$ cat config.mk
export PLATFORM = sky130hd
export DESIGN_NAME = ifl_top
export DESIGN_NICKNAME = d
export VERILOG_FILES = /design/src/ifl_pkg.sv /design/src/ifl_top.sv
export VERILOG_INCLUDE_DIRS = /design/src
export SDC_FILE = /design/constraint.sdc
export NUM_CORES = 1
export LEC_CHECK = 0
export ABC_CLOCK_PERIOD_IN_PS = 3410
export BUFFER_PORTS_ARGS = -buffer_cell sky130_fd_sc_hd__buf_2
export CELL_PAD_IN_SITES_DETAIL_PLACEMENT = 1
export CELL_PAD_IN_SITES_GLOBAL_PLACEMENT = 1
export CORE_ASPECT_RATIO = 0.6
export CORE_MARGIN = 1
export CORE_UTILIZATION = 35
export DETAILED_ROUTE_END_ITERATION = 10
export GPL_ROUTABILITY_DRIVEN = 0
export HOLD_SLACK_MARGIN = 0.12
export PLACE_DENSITY_LB_ADDON = 0.1
export SLEW_MARGIN = 30
export SYNTH_ARGS = -nofsm -noshare
export SYNTH_HDL_FRONTEND = slang
export SYNTH_SLANG_ARGS = --single-unit
$ cat constraint.sdc
create_clock -name SYS_CLK_I -period 3.41 [get_ports SYS_CLK_I]
set_input_delay 0.5115 -clock SYS_CLK_I [delete_from_list [all_inputs] [get_ports SYS_CLK_I]]
set_output_delay 0.5115 -clock SYS_CLK_I [all_outputs]
set_load 0.03 [all_outputs]
$ cat src/ifl_consts.svh
// Constants of the infrared frame length, flow control and frame status block
// Functional notes
// - TX length is 13 bits, used when auto package set
// - Long TX data is split into programmed-length frames
// - TX length read returns bytes not yet sent
// - RX length is a 13-bit limit with up counter
// - Over-length frame flags and blocks until next start
// - RX length read returns bytes received this frame
// - Flow control copies flow divisor to advanced divisor
// - Flow mode bits 7..5 load advanced mode field
// - Swap bit 3 picks receiver or transmitter DMA
// - Bit 2 lets DMA be used under flow control
// - Bit 1 enables flow divisor reload
// - Bit 0 enables flow control and bits 7..1
// - Set select write picks set, reads ECH (E8H in set 4)
// - Threshold bit gives status level 2 or 4
// - Config bit 5 splits TX into equal frames
// - Config bit 4 selects auxiliary receive pin
// - Handshake disable bit only drives HSR_DISABLE_O
// - Config bit 0 picks half or full duplex
// - Status read shows queue bottom, bit 7 valid
// - Bit 6 set when received frames are lost
// - Entry holds exceeded, physical and CRC error flags
// - Bit 1 RX FIFO overrun, bit 0 queue overrun
// - Length high read pops next entry when valid
`ifndef IFL_CONSTS_SVH
`define IFL_CONSTS_SVH
// ****************************************
// Register sets and indices
// ****************************************
`define IFL_SET_TX 3'h4
`define IFL_SET_FC 3'h5
`define IFL_IDX_FCB_LO 3'h0
`define IFL_IDX_FCB_HI 3'h1
`define IFL_IDX_FLOW_CONTROL_MODE 3'h2
`define IFL_IDX_SSR 3'h3
`define IFL_IDX_TX_LO 3'h4
`define IFL_IDX_TX_HI 3'h5
`define IFL_IDX_RX_LO 3'h6
`define IFL_IDX_RX_HI 3'h7
`define IFL_IDX_CFG 3'h4
`define IFL_IDX_FS 3'h5
`define IFL_IDX_LF_LO 3'h6
`define IFL_IDX_LF_HI 3'h7
// ****************************************
// Fixed read values, masks and resets
// ****************************************
`define IFL_SSR_RD_FC 8'hEC
`define IFL_SSR_RD_TX 8'hE8
`define IFL_HSR_OFF 8'h30
`define IFL_FC_MASK 8'hEF
`define IFL_CFG_MASK 8'h73
`define IFL_RST8 8'h00
`define IFL_RST_BANK 3'h0
// ****************************************
// Field positions
// ****************************************
`define IFL_FC_EN 0
`define IFL_FC_BAUD 1
`define IFL_FC_DMA 2
`define IFL_FC_SWAP 3
`define IFL_FC_MODE_LO 5
`define IFL_CFG_DUPLEX 0
`define IFL_CFG_HSDIS 1
`define IFL_CFG_AUX 4
`define IFL_CFG_SPLIT 5
`define IFL_CFG_TH 6
`define IFL_TH_LOW 2
`define IFL_TH_HIGH 4
`endif

$ cat src/ifl_pkg.sv
// Types of the infrared frame length block
package ifl_pkg;
  typedef logic [12:0] ifl_len_t;
  typedef logic [2:0] ifl_flags_t;
endpackage : ifl_pkg

$ cat src/ifl_top.sv
// Infrared frame length, flow control and frame status logic with APB slave
`timescale 1ns/1ps
`include "ifl_consts.svh"
module ifl_top
  import ifl_pkg::*;
#(
  parameter int DEPTH = 8
) (
  // Clock and reset
  input wire logic SYS_CLK_I,
  input wire logic RESET_N_I,
  // APB slave
  input wire logic PSEL_I,
  input wire logic PENABLE_I,
  input wire logic PWRITE_I,
  input wire logic [11:0] PADDR_I,
  input wire logic [31:0] PWDATA_I,
  output logic [31:0] PRDATA_O,
  output logic PREADY_O,
  output logic PSLVERR_O,
  // Receive pins
  input wire logic IR_RX_I,
  input wire logic AUX_RX_I,
  output logic RX_DATA_O,
  // Physical layer events
  input wire logic TX_BYTE_I,
  input wire logic RX_START_I,
  input wire logic RX_BYTE_I,
  input wire logic RX_END_I,
  input wire logic RX_PHYSICAL_LAYER_FAULT_FLAG_I,
  input wire logic RX_CRC_ERR_I,
  input wire logic RX_FIFO_OVF_I,
  input wire logic MODE_TO_SIR_I,
  // Physical layer controls
  output logic TX_FRAME_END_O,
  output logic RX_WRITE_O,
  output logic [15:0] ADV_DIV_O,
  output logic [2:0] ADV_MODE_O,
  output logic DMA_ENABLE_O,
  output logic DMA_TX_SEL_O,
  output logic HSR_DISABLE_O,
  output logic FULL_DUPLEX_O,
  output logic FSF_INT_O
);
  localparam int AW = $clog2(DEPTH);

  // ****************************************
  // Decode
  // ****************************************
  function automatic logic sel(input logic [2:0] b, input logic [2:0] x,
                               input logic [2:0] s, input logic [2:0] i);
    return (b == s) && (x == i);
  endfunction : sel

  logic [2:0] bank;
  logic [7:0] fcb_lo;
  logic [7:0] fcb_hi;
  logic [7:0] flow_control_mode;
  logic [7:0] cfg;
  logic [7:0] tx_lo;
  logic [7:0] tx_hi;
  logic [7:0] rx_lo;
  logic [7:0] rx_hi;
  ifl_len_t tx_rem;
  ifl_len_t rx_cnt;
  logic rx_block;
  logic rx_lex;
  logic receive_fifo_overflow_flag;
  logic fs_ov;
  logic lost;
  logic [7:0] lost_cnt;
  logic [7:0] st_mem [DEPTH];
  ifl_len_t ln_mem [DEPTH];
  logic [AW-1:0] wp;
  logic [AW-1:0] rp;
  logic [AW:0] cnt;
  logic ir_s1;
  logic ir_s2;
  logic aux_s1;
  logic aux_s2;

  wire [2:0] idx = PADDR_I[4:2];
  wire in_map = (PADDR_I[11:5] == 7'h00) && (PADDR_I[1:0] == 2'b00);
  wire acc = PSEL_I && PENABLE_I && PREADY_O;
  wire wr = acc && PWRITE_I && in_map;
  wire rd = acc && !PWRITE_I && in_map;
  wire [7:0] wd = PWDATA_I[7:0];
  wire h_ssr = (idx == `IFL_IDX_SSR);
  wire h_fcl = sel(bank, idx, `IFL_SET_FC, `IFL_IDX_FCB_LO);
  wire h_fch = sel(bank, idx, `IFL_SET_FC, `IFL_IDX_FCB_HI);
  wire h_fcm = sel(bank, idx, `IFL_SET_FC, `IFL_IDX_FLOW_CONTROL_MODE);
  wire h_cfg = sel(bank, idx, `IFL_SET_FC, `IFL_IDX_CFG);
  wire h_fs = sel(bank, idx, `IFL_SET_FC, `IFL_IDX_FS);
  wire h_lfl = sel(bank, idx, `IFL_SET_FC, `IFL_IDX_LF_LO);
  wire h_lfh = sel(bank, idx, `IFL_SET_FC, `IFL_IDX_LF_HI);
  wire h_txl = sel(bank, idx, `IFL_SET_TX, `IFL_IDX_TX_LO);
  wire h_txh = sel(bank, idx, `IFL_SET_TX, `IFL_IDX_TX_HI);
  wire h_rxl = sel(bank, idx, `IFL_SET_TX, `IFL_IDX_RX_LO);
  wire h_rxh = sel(bank, idx, `IFL_SET_TX, `IFL_IDX_RX_HI);
  wire wr_tx = wr && (h_txl || h_txh);

  // ****************************************
  // Derived controls
  // ****************************************
  // combined transmit length
  wire ifl_len_t tx_len = {tx_hi[4:0], tx_lo};
  wire ifl_len_t next_tx_len = h_txl ? {tx_hi[4:0], wd} : {wd[4:0], tx_lo};
  wire ifl_len_t rx_lim = {rx_hi[4:0], rx_lo};
  wire split_en = cfg[`IFL_CFG_SPLIT];
  wire fc_on = flow_control_mode[`IFL_FC_EN];
  wire fc_evt = MODE_TO_SIR_I && fc_on;
  wire full = (cnt == (AW + 1)'(DEPTH));
  wire empty = (cnt == '0);
  wire push_ok = RX_END_I && !full;
  wire push_bad = RX_END_I && full;
  wire pop = rd && h_lfh && !empty;
  wire rx_take = RX_BYTE_I && !rx_block && !RX_START_I;
  wire rx_over = rx_take && (rx_cnt >= rx_lim);
  wire rx_ok = rx_take && !rx_over;
  wire tx_end = split_en && TX_BYTE_I && !wr_tx && (tx_rem <= 13'd1);
  wire [AW:0] lvl = cfg[`IFL_CFG_TH] ? (AW + 1)'(`IFL_TH_HIGH) : (AW + 1)'(`IFL_TH_LOW);
  wire clr_fs = rd && h_fs;
  wire [7:0] bottom = st_mem[rp];
  wire ifl_len_t bot_len = ln_mem[rp];
  wire [AW:0] next_cnt = cnt + (AW + 1)'(push_ok) - (AW + 1)'(pop);

  // ****************************************
  // Read multiplexer
  // ****************************************
  // queue bottom with valid, lost, overruns
  wire [7:0] fs_rd = {!empty, lost, 1'b0, empty ? 3'b000 : bottom[4:2], receive_fifo_overflow_flag, fs_ov};
  wire [7:0] ssr_rd = (bank == `IFL_SET_TX) ? `IFL_SSR_RD_TX : `IFL_SSR_RD_FC;
  wire [7:0] rd_b =
    h_ssr ? ssr_rd :
    h_fcl ? fcb_lo :
    h_fch ? fcb_hi :
    h_fcm ? flow_control_mode :
    h_cfg ? cfg :
    h_fs ? fs_rd :
    h_lfl ? (lost ? lost_cnt : bot_len[7:0]) :
    h_lfh ? {3'b000, bot_len[12:8]} :
    h_txl ? tx_rem[7:0] :
    h_txh ? {3'b000, tx_rem[12:8]} :
    h_rxl ? rx_cnt[7:0] :
    h_rxh ? {3'b000, rx_cnt[12:8]} : `IFL_RST8;
  wire next_ready = PSEL_I && PENABLE_I && !PREADY_O;

  // ****************************************
  // APB handshake
  // ****************************************
  always_ff @(posedge SYS_CLK_I or negedge RESET_N_I) begin
    if (!RESET_N_I) begin
      PREADY_O <= 1'b0;
      PSLVERR_O <= 1'b0;
      PRDATA_O <= 32'h0000_0000;
    end else begin
      PREADY_O <= next_ready;
      PSLVERR_O <= next_ready && !in_map;
      if (next_ready) begin
        PRDATA_O <= {24'h00_0000, in_map ? rd_b : `IFL_RST8};
      end
    end
  end

  // ****************************************
  // Software registers
  // ****************************************
  always_ff @(posedge SYS_CLK_I or negedge RESET_N_I) begin
    if (!RESET_N_I) begin
      bank <= `IFL_RST_BANK;
      fcb_lo <= `IFL_RST8;
      fcb_hi <= `IFL_RST8;
      flow_control_mode <= `IFL_RST8;
      cfg <= `IFL_RST8;
      tx_lo <= `IFL_RST8;
      tx_hi <= `IFL_RST8;
      rx_lo <= `IFL_RST8;
      rx_hi <= `IFL_RST8;
    end else if (wr) begin
      if (h_ssr) bank <= wd[2:0];
      if (h_fcl) fcb_lo <= wd;
      if (h_fch) fcb_hi <= wd;
      if (h_fcm) flow_control_mode <= wd & `IFL_FC_MASK;
      if (h_cfg) cfg <= wd & `IFL_CFG_MASK;
      if (h_txl) tx_lo <= wd;
      if (h_txh) tx_hi <= {3'b000, wd[4:0]};
      if (h_rxl) rx_lo <= wd;
      if (h_rxh) rx_hi <= {3'b000, wd[4:0]};
    end
  end

  // ****************************************
  // Transmit frame splitting
  // ****************************************
  always_ff @(posedge SYS_CLK_I or negedge RESET_N_I) begin
    if (!RESET_N_I) begin
      tx_rem <= '0;
      TX_FRAME_END_O <= 1'b0;
    end else begin
      TX_FRAME_END_O <= tx_end;
      if (wr_tx) begin
        tx_rem <= next_tx_len;
      end else if (tx_end) begin
        tx_rem <= tx_len;
      end else if (split_en && TX_BYTE_I) begin
        tx_rem <= tx_rem - 13'd1;
      end
    end
  end

  // ****************************************
  // Receive length limit
  // ****************************************
  always_ff @(posedge SYS_CLK_I or negedge RESET_N_I) begin
    if (!RESET_N_I) begin
      rx_cnt <= '0;
      rx_block <= 1'b0;
      rx_lex <= 1'b0;
      RX_WRITE_O <= 1'b0;
    end else begin
      RX_WRITE_O <= rx_ok;
      // next start flag reopens the FIFO
      if (RX_START_I) begin
        rx_cnt <= '0;
        rx_block <= 1'b0;
        rx_lex <= 1'b0;
      end else if (rx_over) begin
        rx_block <= 1'b1;
        rx_lex <= 1'b1;
      end else if (rx_ok) begin
        rx_cnt <= rx_cnt + 13'd1;
      end
    end
  end

  // ****************************************
  // Frame status queue
  // ****************************************
  always_ff @(posedge SYS_CLK_I) begin
    if (push_ok) begin
      st_mem[wp] <= {3'b000, rx_lex || rx_over, RX_PHYSICAL_LAYER_FAULT_FLAG_I, RX_CRC_ERR_I, 2'b00};
      ln_mem[wp] <= rx_cnt;
    end
  end

  always_ff @(posedge SYS_CLK_I or negedge RESET_N_I) begin
    if (!RESET_N_I) begin
      wp <= '0;
      rp <= '0;
      cnt <= '0;
    end else begin
      if (push_ok) wp <= (wp == AW'(DEPTH - 1)) ? '0 : wp + AW'(1);
      if (pop) rp <= (rp == AW'(DEPTH - 1)) ? '0 : rp + AW'(1);
      cnt <= next_cnt;
    end
  end

  // Sticky flags: a new event wins over the clearing read
  always_ff @(posedge SYS_CLK_I or negedge RESET_N_I) begin
    if (!RESET_N_I) begin
      receive_fifo_overflow_flag <= 1'b0;
      fs_ov <= 1'b0;
      lost <= 1'b0;
      lost_cnt <= `IFL_RST8;
    end else begin
      receive_fifo_overflow_flag <= RX_FIFO_OVF_I || (receive_fifo_overflow_flag && !clr_fs);
      fs_ov <= push_bad || (fs_ov && !clr_fs);
      lost <= push_bad || (lost && !clr_fs);
      if (push_bad) begin
        lost_cnt <= (clr_fs ? `IFL_RST8 : lost_cnt) + 8'h01;
      end else if (clr_fs) begin
        lost_cnt <= `IFL_RST8;
      end
    end
  end

  // ****************************************
  // Flow control and configuration outputs
  // ****************************************
  always_ff @(posedge SYS_CLK_I or negedge RESET_N_I) begin
    if (!RESET_N_I) begin
      ADV_DIV_O <= 16'h0000;
      ADV_MODE_O <= 3'h0;
      DMA_ENABLE_O <= 1'b0;
      DMA_TX_SEL_O <= 1'b0;
      HSR_DISABLE_O <= 1'b0;
      FULL_DUPLEX_O <= 1'b0;
      FSF_INT_O <= 1'b0;
    end else begin
      // flow control acts only while enabled
      if (fc_evt) begin
        if (flow_control_mode[`IFL_FC_BAUD]) ADV_DIV_O <= {fcb_hi, fcb_lo};
        ADV_MODE_O <= flow_control_mode[`IFL_FC_MODE_LO +: 3];
        DMA_ENABLE_O <= flow_control_mode[`IFL_FC_DMA];
        DMA_TX_SEL_O <= flow_control_mode[`IFL_FC_SWAP];
      end
      HSR_DISABLE_O <= cfg[`IFL_CFG_HSDIS];
      FULL_DUPLEX_O <= cfg[`IFL_CFG_DUPLEX];
      FSF_INT_O <= (next_cnt >= lvl);
    end
  end

  // ****************************************
  // Receive pin selection
  // ****************************************
  always_ff @(posedge SYS_CLK_I or negedge RESET_N_I) begin
    if (!RESET_N_I) begin
      ir_s1 <= 1'b0;
      ir_s2 <= 1'b0;
      aux_s1 <= 1'b0;
      aux_s2 <= 1'b0;
      RX_DATA_O <= 1'b0;
    end else begin
      ir_s1 <= IR_RX_I;
      ir_s2 <= ir_s1;
      aux_s1 <= AUX_RX_I;
      aux_s2 <= aux_s1;
      RX_DATA_O <= cfg[`IFL_CFG_AUX] ? aux_s2 : ir_s2;
    end
  end
endmodule : ifl_top

==> flow_summary.yaml <==
outcome:
  status: "completed"
die:
  rows: 54
  dieWidth_um: 250
  core_area_um2: 36400
  fp.dieH_um: 151
  ios: 120
  initial_utilization_pct: 35.6
  die_area_um2: 37800
detailed_routing:
  drt_drc_violations_left: 0
  drt_iter0_drc: 564
  wire_per_inst_um: 24.0
  antenna_left: 0
  drt_wl_total_mm: 38.5
  firstDrtPassIters: 5
  vias_per_cell: 5.38
  vias: 8632
yosys:
  synth-seq-area-share_pct: 57.9
  yosysTopAreaCell: "edfxtp_1"
  async_flop_share_pct: 53.3
  synthTopCellsByArea: "edfxtp_1, dfrtp_1, mux2_2, mux4_2, ha_1"
  synthDistinctLibCells: 72
  synth-edff-count: 128
  ys.flop_type: "dfrtp_1"
  ys_ff_latch: 274
  synth_top_area_share_pct: 29.7
  ys_warn_count: 0
  syn_area_um2: 13000
  syn-instance-count: 1002
  syn_area_per_cell_um2: 12.9
timing:
  maxSlewHeadroom_pct: 45.2
  min_period_over_period_pct: 94.2
  min_period_ns: 3.21
  clock_skew_ns: 0.0217
  layout_setup_ws_ns: 0.199
  worst_pin_slew_ns: 0.821
  whs_ns: 0.178
  finalHoldViolCount: 0
  rsz0062_at_grt: "no"
  fin_tns_setup_ns: 0
  setup_viol: 0
  max_freq_ghz: 0.311
  drv_slew: 0
cells_and_area:
  area_delta_synth_final_pct: 16.2
  nets: 1196
  antenna_cells: 0
  drive_gt1_share_pct: 27.2
  final_cell_mix: "dfrtp_1, edfxtp_1, mux2_2"
  mostFrequentLayoutCell: "dfrtp_1"
  utilization_pct: 41.3
placement:
  place_ws_ns: -0.0890
  port_buffers: 71
  dp_hpwl_mm: 27.1
grt:
  antenna_found_initial: 4
  overflow: 0
  grt_start_max_net_pins: 72
  grt_pass1_wl_mm: 58.5
  grt_pass1_vias: 8804
  grt_use_total_pct: 20.9
clock_network:
  numCtsBuffers: 28
  cts_tree: "done"
  clockBufferDepth: 3
  clkTransAtPathRegs_ns: 0.07
  numClockSinks: 274
  cts_max_level: 1
  clkLatencyLatePin_ns: 0.57
  cts_root_buf: "clkbuf_16"
worst_hold_path:
  whs_path_depth: 2
  whs_endpoint: "receive_fifo_overflow_flag"
  hp-start: "RX_FIFO_OVF_I"
  hold_path_class: "input pin to flop"
power_and_ir_drop:
  power-per-cell-area_nw_per_um2: 546
  irDropWorstVdd_uv: 345
  leakagePower_nw: 6.21
  total_power_mw: 8.22
setup_path:
  end_kind: "flop"
  worstReg2RegStart: "bank[1]"
  crit_type: "flop to flop"
  r2r_end: "FSF_INT_O"
  path_max_fanout: 2
  cp-start-kind: "flop"
  required_ns: 3.86
  r2r_cells: 15
  ff2ff_setup_slack_ns: 0.20
  arrival_ns: 3.66
job:
  cap_violations: 0
## synthesized netlist by cell type (4+ instances only)
| cell type | number |
|---|---|
| and3_1 | 6 |
| a2bb2oi_1 | 6 |
| o31ai_1 | 11 |
| o22ai_1 | 10 |
| or3_1 | 7 |
| nor3_1 | 21 |
| inv_1 | 34 |
| o221ai_1 | 4 |
| nand2b_1 | 9 |
| a21oi_1 | 57 |
| a21o_1 | 6 |
| mux4_2 | 34 |
| nor2_2 | 4 |
| a211oi_1 | 14 |
| mux2i_1 | 26 |
| nand2_1 | 74 |
| a31oi_1 | 5 |
| o22a_1 | 4 |
| nor2b_1 | 15 |
| xor2_1 | 5 |
| nor2_1 | 43 |
| mux2_2 | 78 |
| dfrtp_1 | 146 |
| nand3_1 | 18 |
| and2_1 | 8 |
| o21ai_0 | 53 |
| clkbuf_1 | 16 |
| buf_4 | 30 |
| nand4_1 | 10 |
| o21ai_1 | 4 |
| ha_1 | 29 |
| buf_2 | 20 |
| or4_1 | 9 |
| edfxtp_1 | 128 |
## repair_timing
action | in CTS | in global routing
hold buffers | 3 | 0
setup endpoints to repair | 0 | 1
setup buffers | 0 | 2
endpoints found under the hold margin | 71 | 0
gates resized for setup | 0 | 1
## through the flow
| stage | std cells | area, um2 |
|---|---|---|
| final | 1605 | 15100 |
| after global placement | 1548 | 14000 |
| after floorplan | 1025 | 13000 |
| after global routing | 1605 | 15100 |
| after detailed placement | 1548 | 14000 |
| after CTS | 1603 | 15000 |
## sequential cells by signal, indices dropped and copies added, names as in the netlist, 13 cells and up
register   cells
ln_mem       104
st_mem        24
ADV_DIV_O     16
rx_cnt        13
tx_rem        13
## cell type report
| cell class | instances | area [um2] |
|---|---|---|
| clock buffers | 42 | 853 |
| clock inverters | 10 | 138 |
| fillers | 3822 | 21400 |
| inverters | 35 | 131 |
| multi-input cells | 645 | 5030 |
| flip-flops and latches | 274 | 7500 |
| well taps | 476 | 596 |
| repair buffers | 123 | 810 |
## worst max path at each step
stage                      from         to  slack, ns  cells after the start
floorplan            PADDR_I[3]  FSF_INT_O       0.27                     14
global placement    PADDR_I[10]  FSF_INT_O       0.05                     14
detailed placement  PADDR_I[10]  FSF_INT_O      -0.09                     14
CTS                     bank[1]  FSF_INT_O       0.02                     14
global route             cnt[2]  FSF_INT_O       0.04                     16
finish                  bank[1]  FSF_INT_O       0.20                     15
## cells by family (layout without fill, tap and decap cells)
kind of cell	after synthesis	after routing	synth area share [%]
xor gates and xnor gates	6	6	0.406
adders and majority gates	30	30	2.96
muxes	138	138	14.7
and+or+nand+nor	251	251	10.4
AOI/OAI and AO/OA	196	196	9.45
DFF	274	274	57.9
buffers and inverters	106	210	4.20
other	1	24	0.0289
## power breakdown
group | internal, mW | switching (mW)
clock network | 1.96 | 1.35
logic | 0.336 | 0.633
registers | 3.76 | 0.169
## critical path, stage by stage (launching register included)
cell and delay [ns]:
dfrtp_1 0.39, and3b_1 0.23, and2_1 0.15, nand4_1 0.08
buf_4 0.17, nor4_2 0.20, buf_4 0.18, ha_1 0.22
inv_1 0.06, ha_1 0.16, inv_1 0.06, fa_1 0.45
ha_1 0.28, inv_1 0.05, o21ai_0 0.10, a211o_1 0.31
## routing by layer
metal  track usage (%)  routed length (um)  share of wire, %
met1              33.9               20300                53
met2              29.0               15600                40
met3              3.47                2050               5.3
met4              3.31                 537               1.4
met5                 0                   0                 0
Note: power is estimated with default switching activity, not from simulation.
